`src/logic/kwu_defines.svh`:
```
// register offsets, field positions and reset values of the key wake block
// assumes a 32-bit axi4-lite slave with one aligned word per register
`ifndef KWU_DEFINES_SVH
`define KWU_DEFINES_SVH
`define KWU_OFS_CTRL      12'h000
`define KWU_OFS_PIN_EN    12'h004
`define KWU_OFS_POLARITY  12'h008
`define KWU_OFS_EVT_STAT  12'h00C
`define KWU_OFS_EVT_MASK  12'h010
`define KWU_OFS_PWR       12'h014
`define KWU_BIT_LVL_MODE  0
`define KWU_BIT_IRQ_EN    1
`define KWU_BIT_ACK       2
`define KWU_BIT_FLAG      3
`define KWU_BIT_WAIT      0
`define KWU_BIT_CLOCKS_OFF_RETAINED_MODE     1
`define KWU_BIT_DEEP_A    2
`define KWU_BIT_DEEP_B    3
`define KWU_EVT_DETECT    0
`define KWU_EVT_WAKE      1
`define KWU_RESP_OKAY     2'h0
`define KWU_RESP_SLVERR   2'h2
`define KWU_RST_BYTE      8'h00
`endif

```
`src/logic/kwu_pkg.sv`:
```
// types shared by the key wake block
// assumes kwu_defines.svh for register numbers; bus state codes are set here
package kwu_pkg;
    typedef struct packed {
        logic        lvl_mode;
        logic        irq_en;
        logic [7:0]  pin_en;
        logic [7:0]  polarity;
    } kwu_cfg_t;

    typedef struct packed {
        logic        wait_mode;
        logic        clocks_off_retained_mode_mode;
        logic        deep_a_mode;
        logic        deep_b_mode;
    } kwu_pwr_t;

    typedef enum logic [2:0] {
        KWU_ST_IDLE = 3'b001,
        KWU_ST_RESP = 3'b010,
        KWU_ST_DONE = 3'b100
    } kwu_bus_st_t;
endpackage

```
`src/logic/kwu_top.sv`:
```
// key wake interrupt unit: seven wake pins, one flag, axi4-lite registers
// assumes pins asynchronous, power mode levels from the system controller
//
// Overview of operation
// - up to eight wake pins, each with its own detect enable bit
// - seven pins fitted in this variant, one block instance
// - per pin polarity; edge only, or edge plus level sensing
// - all enabled pins merge into one maskable interrupt
// - keeps running in wait mode when enabled beforehand
// - detection wakes from wait when request enable is 1
// - keeps detecting in clocks-off retained stop only while the bus clock runs
// - enabled pin wakes from clocks-off stop when request enable set
// - disabled, no detection or flagging, during deep power-down modes
// - all state and configuration reset after deep power-down
// - background debug halt does not stop detection or requests
// - edges seen by bus clock sampling: deasserted then asserted
// - no new edge until every enabled input is deasserted
// - detection sets shared flag; request while flag and enable set
// - ack write clears flag, unless level mode and a pin asserted
//
// Chosen here: the register offsets and the AXI4-Lite slave port.
`timescale 1ns/1ns
`include "kwu_defines.svh"
module kwu_top #(
    parameter int NPINS = 7,
    parameter int AW    = 12
) (
    input  wire logic                   clk,
    input  wire logic                   rst_n,
    input  wire logic                   ce,
    input  wire logic [NPINS-1:0]       wake_input_pin,
    input  wire kwu_pkg::kwu_pwr_t      pwr_mode,
    input  wire logic                   s_axi_awvalid,
    output logic                        s_axi_awready,
    input  wire logic [AW-1:0]          s_axi_awaddr,
    input  wire logic                   s_axi_wvalid,
    output logic                        s_axi_wready,
    input  wire logic [31:0]            s_axi_wdata,
    input  wire logic [3:0]             s_axi_wstrb,
    output logic                        s_axi_bvalid,
    input  wire logic                   s_axi_bready,
    output logic [1:0]                  s_axi_bresp,
    input  wire logic                   s_axi_arvalid,
    output logic                        s_axi_arready,
    input  wire logic [AW-1:0]          s_axi_araddr,
    output logic                        s_axi_rvalid,
    input  wire logic                   s_axi_rready,
    output logic [31:0]                 s_axi_rdata,
    output logic [1:0]                  s_axi_rresp,
    output logic                        irq,
    output logic                        wake_req,
    output logic                        evt_irq
);
    import kwu_pkg::*;

    typedef struct packed {
        kwu_cfg_t     cfg;
        logic         flag;
        logic         armed;
        logic         wake;
        logic         irq;
        logic [1:0]   evt_stat;
        logic [1:0]   evt_mask;
        logic         evt_irq;
        kwu_bus_st_t  wst;
        logic         aw_got;
        logic         w_got;
        logic [AW-1:0] waddr;
        logic [31:0]  wdata;
        logic [3:0]   wstrb;
        logic         awready;
        logic         wready;
        logic         bvalid;
        logic [1:0]   bresp;
        kwu_bus_st_t  rst_s;
        logic         arready;
        logic         rvalid;
        logic [31:0]  rdata;
        logic [1:0]   rresp;
    } kwu_st_t;

    kwu_st_t st_q;
    kwu_st_t st_d;

    logic [NPINS-1:0] asserted;
    logic [NPINS-1:0] rose;
    logic             deep;
    logic             any_asserted;
    logic             detect;
    logic             do_write;
    logic             ack;
    logic             do_read;
    logic             rd_stat;
    logic [31:0]      rd_val;
    logic [1:0]       rd_resp;
    logic [1:0]       wr_resp;

    // deep modes hold the block in reset so wake-up finds it cleared
    assign deep = pwr_mode.deep_a_mode | pwr_mode.deep_b_mode;

    kwu_detect #(
        .N (NPINS)
    ) u_det (
        .clk      (clk),
        .rst_n    (rst_n & ~deep),
        .ce       (ce),
        .pin      (wake_input_pin),
        .enable   (st_q.cfg.pin_en[NPINS-1:0]),
        .polarity (st_q.cfg.polarity[NPINS-1:0]),
        .asserted (asserted),
        .rose     (rose)
    );

    assign any_asserted = |asserted;
    // edge found only while armed; level mode also counts a held pin
    assign detect = (st_q.armed & (|rose))
                  | (st_q.cfg.lvl_mode & any_asserted);

    assign do_write = st_q.aw_got & st_q.w_got & (st_q.wst == KWU_ST_IDLE);
    assign ack = do_write && st_q.waddr == `KWU_OFS_CTRL && st_q.wstrb[0]
               && st_q.wdata[`KWU_BIT_ACK];
    assign do_read = s_axi_arvalid & st_q.arready;
    assign rd_stat = do_read && s_axi_araddr == `KWU_OFS_EVT_STAT;

    always_comb begin
        rd_resp = `KWU_RESP_OKAY;
        rd_val  = '0;
        unique case (s_axi_araddr)
            `KWU_OFS_CTRL: begin
                rd_val[`KWU_BIT_FLAG]     = st_q.flag;
                rd_val[`KWU_BIT_IRQ_EN]   = st_q.cfg.irq_en;
                rd_val[`KWU_BIT_LVL_MODE] = st_q.cfg.lvl_mode;
            end
            `KWU_OFS_PIN_EN:   rd_val[7:0] = st_q.cfg.pin_en;
            `KWU_OFS_POLARITY: rd_val[7:0] = st_q.cfg.polarity;
            `KWU_OFS_EVT_STAT: rd_val[1:0] = st_q.evt_stat;
            `KWU_OFS_EVT_MASK: rd_val[1:0] = st_q.evt_mask;
            `KWU_OFS_PWR: begin
                rd_val[`KWU_BIT_WAIT]   = pwr_mode.wait_mode;
                rd_val[`KWU_BIT_CLOCKS_OFF_RETAINED_MODE]  = pwr_mode.clocks_off_retained_mode_mode;
                rd_val[`KWU_BIT_DEEP_A] = pwr_mode.deep_a_mode;
                rd_val[`KWU_BIT_DEEP_B] = pwr_mode.deep_b_mode;
            end
            default: rd_resp = `KWU_RESP_SLVERR;
        endcase
    end

    always_comb begin
        unique case (st_q.waddr)
            `KWU_OFS_CTRL, `KWU_OFS_PIN_EN, `KWU_OFS_POLARITY,
            `KWU_OFS_EVT_STAT, `KWU_OFS_EVT_MASK, `KWU_OFS_PWR:
                wr_resp = `KWU_RESP_OKAY;
            default: wr_resp = `KWU_RESP_SLVERR;
        endcase
    end

    always_comb begin
        st_d = st_q;
        // write address and data accepted in either order
        if (s_axi_awvalid && st_q.awready) begin
            st_d.aw_got  = 1'b1;
            st_d.waddr   = s_axi_awaddr;
            st_d.awready = 1'b0;
        end
        if (s_axi_wvalid && st_q.wready) begin
            st_d.w_got  = 1'b1;
            st_d.wdata  = s_axi_wdata;
            st_d.wstrb  = s_axi_wstrb;
            st_d.wready = 1'b0;
        end
        if (do_write) begin
            st_d.wst    = KWU_ST_RESP;
            st_d.bvalid = 1'b1;
            st_d.bresp  = wr_resp;
            if (st_q.wstrb[0]) begin
                unique case (st_q.waddr)
                    `KWU_OFS_CTRL: begin
                        st_d.cfg.irq_en   = st_q.wdata[`KWU_BIT_IRQ_EN];
                        st_d.cfg.lvl_mode = st_q.wdata[`KWU_BIT_LVL_MODE];
                    end
                    // pins above the fitted count stay disabled
                    `KWU_OFS_PIN_EN:   st_d.cfg.pin_en = st_q.wdata[7:0]
                                          & 8'((1 << NPINS) - 1);
                    `KWU_OFS_POLARITY: st_d.cfg.polarity = st_q.wdata[7:0];
                    `KWU_OFS_EVT_MASK: st_d.evt_mask = st_q.wdata[1:0];
                    default: ;
                endcase
            end
        end
        if (st_q.wst == KWU_ST_RESP && s_axi_bready) begin
            st_d.wst     = KWU_ST_IDLE;
            st_d.bvalid  = 1'b0;
            st_d.aw_got  = 1'b0;
            st_d.w_got   = 1'b0;
            st_d.awready = 1'b1;
            st_d.wready  = 1'b1;
        end

        if (do_read) begin
            st_d.arready = 1'b0;
            st_d.rvalid  = 1'b1;
            st_d.rdata   = rd_val;
            st_d.rresp   = rd_resp;
            st_d.rst_s   = KWU_ST_RESP;
        end
        if (st_q.rst_s == KWU_ST_RESP && s_axi_rready) begin
            st_d.rvalid  = 1'b0;
            st_d.arready = 1'b1;
            st_d.rst_s   = KWU_ST_IDLE;
        end

        // re-arm only once every enabled pin is back at rest
        if (!any_asserted) begin
            st_d.armed = 1'b1;
        end else if (|rose) begin
            st_d.armed = 1'b0;
        end
        // flag: set beats ack; level mode keeps it while a pin asserted
        if (ack) begin
            st_d.flag = 1'b0;
        end
        if (detect) begin
            st_d.flag = 1'b1;
        end
        st_d.irq = st_d.flag & st_d.cfg.irq_en;
        // wake from wait or clocks-off stop needs the request enabled
        st_d.wake = (pwr_mode.wait_mode | pwr_mode.clocks_off_retained_mode_mode)
                  & st_d.irq;

        if (rd_stat) begin
            st_d.evt_stat = '0;
        end
        if (detect) begin
            st_d.evt_stat[`KWU_EVT_DETECT] = 1'b1;
        end
        if (st_d.wake && !st_q.wake) begin
            st_d.evt_stat[`KWU_EVT_WAKE] = 1'b1;
        end
        st_d.evt_irq = |(st_d.evt_stat & st_d.evt_mask);
    end

    always_ff @(posedge clk) begin
        if (!rst_n || deep) begin
            st_q         <= '0;
            st_q.wst     <= KWU_ST_IDLE;
            st_q.rst_s   <= KWU_ST_IDLE;
            st_q.awready <= 1'b1;
            st_q.wready  <= 1'b1;
            st_q.arready <= 1'b1;
        end else if (ce) begin
            st_q <= st_d;
        end
    end

    assign s_axi_awready = st_q.awready;
    assign s_axi_wready  = st_q.wready;
    assign s_axi_bvalid  = st_q.bvalid;
    assign s_axi_bresp   = st_q.bresp;
    assign s_axi_arready = st_q.arready;
    assign s_axi_rvalid  = st_q.rvalid;
    assign s_axi_rdata   = st_q.rdata;
    assign s_axi_rresp   = st_q.rresp;
    assign irq           = st_q.irq;
    assign wake_req      = st_q.wake;
    assign evt_irq       = st_q.evt_irq;

    property p_irq_follows_flag;
        @(posedge clk) disable iff (!rst_n || deep || !ce)
        irq == (st_q.flag && st_q.cfg.irq_en);
    endproperty
    a_irq_follows_flag: assert property (p_irq_follows_flag)
        else $error("irq missing while flag and enable set");

    property p_no_irq_unmasked;
        @(posedge clk) disable iff (!rst_n)
        !st_q.cfg.irq_en |-> !irq || $past(st_q.cfg.irq_en);
    endproperty
    a_no_irq_unmasked: assert property (p_no_irq_unmasked)
        else $error("irq raised while request disabled");

    property p_deep_clears;
        @(posedge clk) disable iff (!rst_n)
        deep |=> (!st_q.flag && st_q.cfg.pin_en == 8'h00 && !irq);
    endproperty
    a_deep_clears: assert property (p_deep_clears)
        else $error("state not cleared in deep power-down");

    property p_ack_clears;
        @(posedge clk) disable iff (!rst_n || deep || !ce)
        (ack && !detect) |=> !st_q.flag;
    endproperty
    a_ack_clears: assert property (p_ack_clears)
        else $error("ack did not clear flag");

    property p_level_holds;
        @(posedge clk) disable iff (!rst_n || deep || !ce)
        (ack && st_q.cfg.lvl_mode && any_asserted) |=> st_q.flag;
    endproperty
    a_level_holds: assert property (p_level_holds)
        else $error("flag cleared while level asserted");

    property p_disarmed_no_edge;
        @(posedge clk) disable iff (!rst_n || deep || !ce)
        (!st_q.armed && !st_q.cfg.lvl_mode && !st_q.flag && !ack)
            |=> !st_q.flag;
    endproperty
    a_disarmed_no_edge: assert property (p_disarmed_no_edge)
        else $error("edge taken before inputs returned to rest");

    property p_wake_wait;
        @(posedge clk) disable iff (!rst_n || deep || !ce)
        (pwr_mode.wait_mode && st_q.flag && st_q.cfg.irq_en && !do_write) |=> wake_req;
    endproperty
    a_wake_wait: assert property (p_wake_wait)
        else $error("no wake from wait");

    property p_disabled_pins;
        @(posedge clk) disable iff (!rst_n || deep || !ce)
        (st_q.cfg.pin_en == 8'h00 && !st_q.flag) |=> !st_q.flag;
    endproperty
    a_disabled_pins: assert property (p_disabled_pins)
        else $error("disabled pin seen as asserted");

    property p_clocks_off_retained_mode_async;
        @(posedge clk) disable iff (!rst_n || deep || !ce)
        (pwr_mode.clocks_off_retained_mode_mode && st_q.cfg.irq_en && st_q.armed && (|rose) && !do_write)
            |=> wake_req;
    endproperty
    a_clocks_off_retained_mode_async: assert property (p_clocks_off_retained_mode_async)
        else $error("no wake from clocks-off stop on a fresh edge");
endmodule

```
`src/logic/kwu_detect.sv`:
```
// per-pin synchroniser and edge/level qualification
// assumes pins asynchronous; flops run on the bus clock
`timescale 1ns/1ns
module kwu_detect #(
    parameter int N = 7
) (
    input  wire logic         clk,
    input  wire logic         rst_n,
    input  wire logic         ce,
    input  wire logic [N-1:0] pin,
    input  wire logic [N-1:0] enable,
    input  wire logic [N-1:0] polarity,
    output logic [N-1:0]      asserted,
    output logic [N-1:0]      rose
);
    typedef struct packed {
        logic [N-1:0] s1;
        logic [N-1:0] s2;
        logic [N-1:0] prev;
    } kwu_det_st_t;

    kwu_det_st_t st_q;
    kwu_det_st_t st_d;

    always_comb begin
        st_d      = st_q;
        st_d.s1   = pin;
        st_d.s2   = st_q.s1;
        st_d.prev = asserted;
    end

    always_ff @(posedge clk) begin
        if (!rst_n) begin
            st_q <= '0;
        end else if (ce) begin
            st_q <= st_d;
        end
    end

    genvar i;
    generate
        for (i = 0; i < N; i++) begin : g_pin
            // polarity 0 means low is asserted
            assign asserted[i] = enable[i] & ~(st_q.s2[i] ^ polarity[i]);
            assign rose[i]     = asserted[i] & ~st_q.prev[i];
        end
    endgenerate
endmodule

```
`config.mk`:
```
export PLATFORM = sky130hd
export DESIGN_NAME = kwu_top
export DESIGN_NICKNAME = d
export VERILOG_FILES = /design/src/logic/kwu_pkg.sv /design/src/logic/kwu_top.sv /design/src/logic/kwu_detect.sv
export VERILOG_INCLUDE_DIRS = /design/src /design/src/logic
export SDC_FILE = /design/constraint.sdc
export NUM_CORES = 1
export LEC_CHECK = 0
export ABC_AREA = 1
export BUFFER_PORTS_ARGS = -buffer_cell sky130_fd_sc_hd__buf_2
export CAP_MARGIN = 20
export CORE_AREA = 2 2 102 124
export CTS_BUF_LIST = sky130_fd_sc_hd__clkbuf_4
export DETAILED_ROUTE_END_ITERATION = 8
export DIE_AREA = 0 0 104 126
export PLACE_DENSITY = 0.59
export SYNTH_ARGS = -nofsm -noshare
export SYNTH_HDL_FRONTEND = slang
export SYNTH_SLANG_ARGS = --single-unit
export TNS_END_PERCENT = 100
```
`constraint.sdc`:
```
create_clock -name clk -period 3.3 [get_ports clk]
set_input_delay 0.165 -clock clk [delete_from_list [all_inputs] [get_ports clk]]
set_output_delay 0.165 -clock clk [all_outputs]
set_load 0.005 [all_outputs]
```
Word level (Yosys, flattened, before mapping)
Index checks and enable logic that the tools add are counted.
{ "totals": {"regBits": 93, "out_inout_bits": 44, "elab_cells": 157} }
{ "op_classes": {"eq_ne": 14, "n_mux": 31, "n_bitwise": 48, "reduce_logical": 35} }
{ "op_table": {"columns": ["op", "count"], "rows": [
  ["12-bit by 4-bit equality test with 1-bit output (second input constant)", 4],
  ["12-bit by 5-bit equality test with 1-bit output (second input constant)", 4],
  ["39-bit two-way mux", 1],
  ["17-bit two-way mux", 2],
  ["12-bit by 3-bit equality test with 1-bit output (second input constant)", 2],
  ["12-bit logical NOT", 2],
  ["1-bit AND", 22],
  ["2-bit AND reduction", 9],
  ["1-bit inverter", 15],
  ["7-bit OR reduction", 2],
  ["2-bit two-way mux", 6],
  ["2-bit case mux with 6 select lines", 1],
  ["4-bit AND reduction", 3],
  ["6-bit OR reduction", 2],
  ["1-bit two-way mux", 11],
  ["5-bit two-way mux", 2],
  ["1-bit logical AND", 9],
  ["3-bit two-way mux", 3],
  ["8-bit two-way mux", 1],
  ["4-bit case mux with 2 select lines", 1],
  ["2-bit nonzero test", 4],
  ["7-bit two-way mux", 1],
  ["1-bit bitwise XOR", 7],
  ["3-bit by 2-bit equality test with 1-bit output (second input constant)", 2],
  ["other kinds (9)", 12]
]} }

Depth between registers and ports, before layout
{ "depth": {"ltp_word": 14, "mapped_depth": 12, "ltp_nobuf": 12} }

By module
From an unflattened synthesis, not the netlist that was laid out.
{ "unflattened": {"hier_cells": 560, "area_unflattened_um2": 4117.7} }
{ "modules_own_cells": {"columns": ["mod", "instances", "cells_per_inst", "area_per_inst_um2", "seq_area_each_um2"], "rows": [
  ["kwu_top", 1, 427, 3183.1, 1321.3],
  ["kwu_detect", 1, 133, 934.6, 420.4]
]} }

Worst setup path before layout
No wires, ideal clock.
{ "synth_timing": {"path_type": "reg-to-reg", "start": "reg st_q[85] (netlist bit)", "end": "reg st_q[101] (netlist bit)", "setup_ns": 0.115, "arrival_ns": 1.331, "required_time_ns": 3.185, "setup_slack_ns": 1.854, "stages_incl_launch_ff": 11, "n_path_buf": 0, "synth_period_minus_slack_ns": 1.446, "cell_sequence": "dfxtp_1 > nor3_2 > nand2_2 > nor2_1 > nand2_1 > nand2_1 > o21ai_2 > nand4_1 > nand2_1 > o21ai_0 > inv_1"} }
{ "synth_via": {"elab_chain_len": 10, "word_cells_on_any_way": 13, "classes_between": "6 x mux; 2 x bitwise; 5 x reduce/logical"} }
{ "synth_lines": {"columns": ["element", "line_no", "source"], "rows": [
  ["from (decl)", "kwu_top.sv:82", "kwu_st_t st_q;"],
  ["from (signal assigned)", "kwu_top.sv:251", "st_q <= st_d;"],
  ["12-bit logical NOT (*)", "kwu_top.sv:176", "unique case (st_q.waddr)"],
  ["1-bit logical AND (no line)", null, null],
  ["1-bit logical AND (2 in a row)", "kwu_top.sv:120", "assign ack = do_write && st_q.waddr == `KWU_OFS_CTRL && st_q.wstrb[0]"],
  ["1-bit two-way mux", "kwu_top.sv:219", "if (ack) begin"],
  ["1-bit two-way mux", "kwu_top.sv:222", "if (detect) begin"],
  ["1-bit AND (*)", "kwu_top.sv:225", "st_d.irq = st_d.flag & st_d.cfg.irq_en;"],
  ["1-bit AND (*)", "kwu_top.sv:228", "& st_d.irq;"],
  ["1-bit logical AND (*)", "kwu_top.sv:236", "if (st_d.wake && !st_q.wake) begin"],
  ["1-bit two-way mux (*)", "kwu_top.sv:236", null]
]} }
Mark *: on every way between the ends. The rest lies on a longest branch, timed or not.
A chain may end at the register's enable or synchronous reset.

Worst setup path after layout
{ "layout_timing": {"start": "reg st_q[85] (netlist bit)", "end": "reg st_q[109] (netlist bit)"} }
{ "layout_via": {"elab_chain_len": 2} }
{ "layout_lines": {"columns": ["element", "line_no"], "rows": [
  ["12-bit by 4-bit equality test with 1-bit output", "kwu_top.sv:176"],
  ["4-bit AND reduction (no line)", null]
]} }
No other way between the ends.

==> run summary <==
Outcome: complete, no violations
Worst Hold Class: input pin to register
Share of cells above drive strength 1: 17.2%
Setup violators final: 0
Clock-pin transition on the worst setup and hold timing paths: 0.14 ns
Final Cycle Share: 54.7%
Placement Cell Area: 0.00434 mm2
Crit-path max FO: 16
Syn Inst Count: 548
Fin. Hold Viols: 0
Setup WS pre-CTS: 1.35 ns
Clock Tree Root: clkbuf_4
DP HPWL: 6850 um
Pin count of the biggest net entering global routing: 48
Fill count: 1,244
Unrepaired setup endpoints after global routing: no
Sum Neg Setup Slack: 0 ns
First-pass GRT wire length: 15,800 um
Pwr per Cell Area: 390 mW/mm2
Drt pass-1 iters: 4
Initial antenna violation count: 0
VDD IR max: 0.207 mV
Core Area: 0.0119 mm2
WL final: 9440 um
Clk_skew: 0.0257 ns
Leak: 1.94 nW
Vias in the first global route: 3,368
Most frequent cells in the layout: nand2_1 (98), dfxtp_1 (87), inv_1 (69), buf_2 (69), a21oi_1 (57)
N_diodes: 0
DR DRC count: 0
Number of synthesized register bits: 87
Io pins: 123
Largest cells by area after synthesis: dfxtp_1 (43%), nand2_1 (9.1%), a21oi_1 (7.0%), buf_4 (6.7%), inv_1 (6.4%)
Vias/cell: 4.68
Antenna-violating nets left: 0
Crit Path Category: register to register
Syn_area_per_cell: 7.41 um2
CP required: 3.67 ns
CTS max path bufs: 2
Tightest Pin Transition: 0.632 ns
Die width: 104 um
TritonCTS Buffers: 9
Starting Density: 34.2%
Count of nets after finishing: 702
Slew Viols, Final: 0
Clock H-tree levels: 3
# rows: 44
Most common cell after layout, fill and taps aside: nand2_1
WL per Instance: 12.0 um
Crit start category: register
Synth top area share: 42.9%
Routability cong.: 0.791
Synth warn: 0
Count of cell types in the netlist: 36
Crit path DAT: 2.17 ns
F_max: 0.554 GHz
Maxcap violations: 0
Worst Setup Slack, final: 1.49 ns
CTS tree: done
Area delta synth->final: 17.2%
Top cell type by total area after synthesis: dfxtp_1
Port Buf Inserts: 69
Vias: 3,691
Post-route cell area: 0.00476 mm2
Final Critical Period: 1.81 ns
Clk sink count: 87
Initial DRC count: 224
Gr usage total: 14.8%
Crit. End Element: register
Die height: 126 um
Global route overflow: 0
Worst skew pair latency: 0.45 ns
Worst slew margin: 57.7%
Mapped Area: 0.00406 mm2
Sequential area share after synthesis: 42.9%
Die ar.: 0.0131 mm2
-- worst max-delay path, cell delays in order, from the launching register on --
cell and delay (ns):
dfxtp_1 0.36, nor3_2 0.24, nand2_2 0.11, nor2_4 0.11
nand4_2 0.12, nor3_4 0.51, nor2_1 0.08, a211oi_1 0.20
-- through the flow --
| stage | power [W] | hold WS [ns] | utilization (%) | std cells |
|---|---|---|---|---|
| floorplan | 0.00119 | 0.309 | - | 573 |
| global placement | 0.00122 | 0.416 | 36.5 | 746 |
| detailed placement | 0.00122 | 0.423 | 36.5 | 746 |
| CTS | 0.00187 | 0.000802 | 39.9 | 787 |
| global route | 0.00195 | 0.0295 | 40.1 | 789 |
| finish | 0.00186 | 0.00542 | 40.1 | 789 |
-- what timing repair did --
item,in CTS,in global routing
hold endpoints to repair,25,0
resized for setup,0,0
hold buffers,25,0
buffers inserted,0,0
-- routing by layer --
| metal | share of wire, % | track usage [%] | vias to the layer above |
|---|---|---|---|
| met1 | 48 | 19.6 | 1656 |
| met2 | 45 | 23.6 | 117 |
| li1 | - | - | 1905 |
| met4 | 1.0 | 4.53 | 0 |
| met5 | 0 | 0 | - |
| met3 | 5.9 | 3.88 | 13 |
-- kinds of logic (layout without fill, tap and decap cells) --
family          Yosys count  after routing  synth area share [%]
simple gates            197            197                  22.1
compound gates          131            131                  18.9
buf+inv                 131            186                  15.9
flops                    87             87                  42.9
other cells               1             26                0.0923
mux                       1              1                 0.246
-- worst paths after layout --
kind | slack [ns] | endpoint | depth (start not counted) | startpoint
setup reg to reg | 1.49 | st_q[109] | 7 | st_q[85]
hold / removal | 0.005 | st_q[55] | 3 | s_axi_wdata[7]
setup / recovery | 1.49 | st_q[109] | 7 | st_q[85]
hold reg to reg | 0.46 | st_q[88] | 2 | st_q[88]
-- power breakdown --
group | internal [W] | switching (W)
clock | 0.000240 | 0.000394
sequential | 0.00106 | 0.00000706
combinational | 0.0000655 | 0.0000862
-- synthesized netlist by cell type --
cell type,count
nand3_1,28
conb_1,1
a31oi_1,2
o211ai_1,8
o22ai_1,3
a211oi_1,11
nand4_1,16
nand4_2,2
inv_2,2
o21a_1,1
buf_4,36
o221a_2,1
nor2_4,2
nor2_1,39
a21oi_1,57
nor3_4,2
nand2_1,98
clkinv_1,1
or2_2,1
buf_2,2
dfxtp_1,87
a211oi_2,5
o21ai_0,40
mux2i_1,1
nor3_2,1
and3_1,2
inv_1,69
clkbuf_1,18
nand2_2,1
o21ai_2,1
a21oi_2,1
nor4_1,1
a41oi_1,1
nor3_1,4
buf_6,2
buf_1,1
-- sequential cells by signal, summed over array words and instances, names as in the netlist --
register,flops
s_axi_rresp,1
st_q,50
s_axi_bresp,1
s_axi_rdata,8
u_det.st_q,14
wake_req,1
u_det.st_d,7
evt_irq,1
irq,1
s_axi_awready,1
s_axi_wready,1
s_axi_bvalid,1
-- area by class of cell --
| cell class | instances | area (um2) | share of cell area, % |
|---|---|---|---|
| multi-input combinational | 355 | 1770 | 37.2 |
| timing repair buffer | 98 | 633 | 13.3 |
| clock buffer | 9 | 67.6 | 1.42 |
| sequential | 87 | 1740 | 36.6 |
| tap | 161 | 201 | 4.23 |
| inverter | 72 | 270 | 5.67 |
| clock inverter | 7 | 78.8 | 1.65 |
Note: power is estimated with default switching activity, not from simulation.
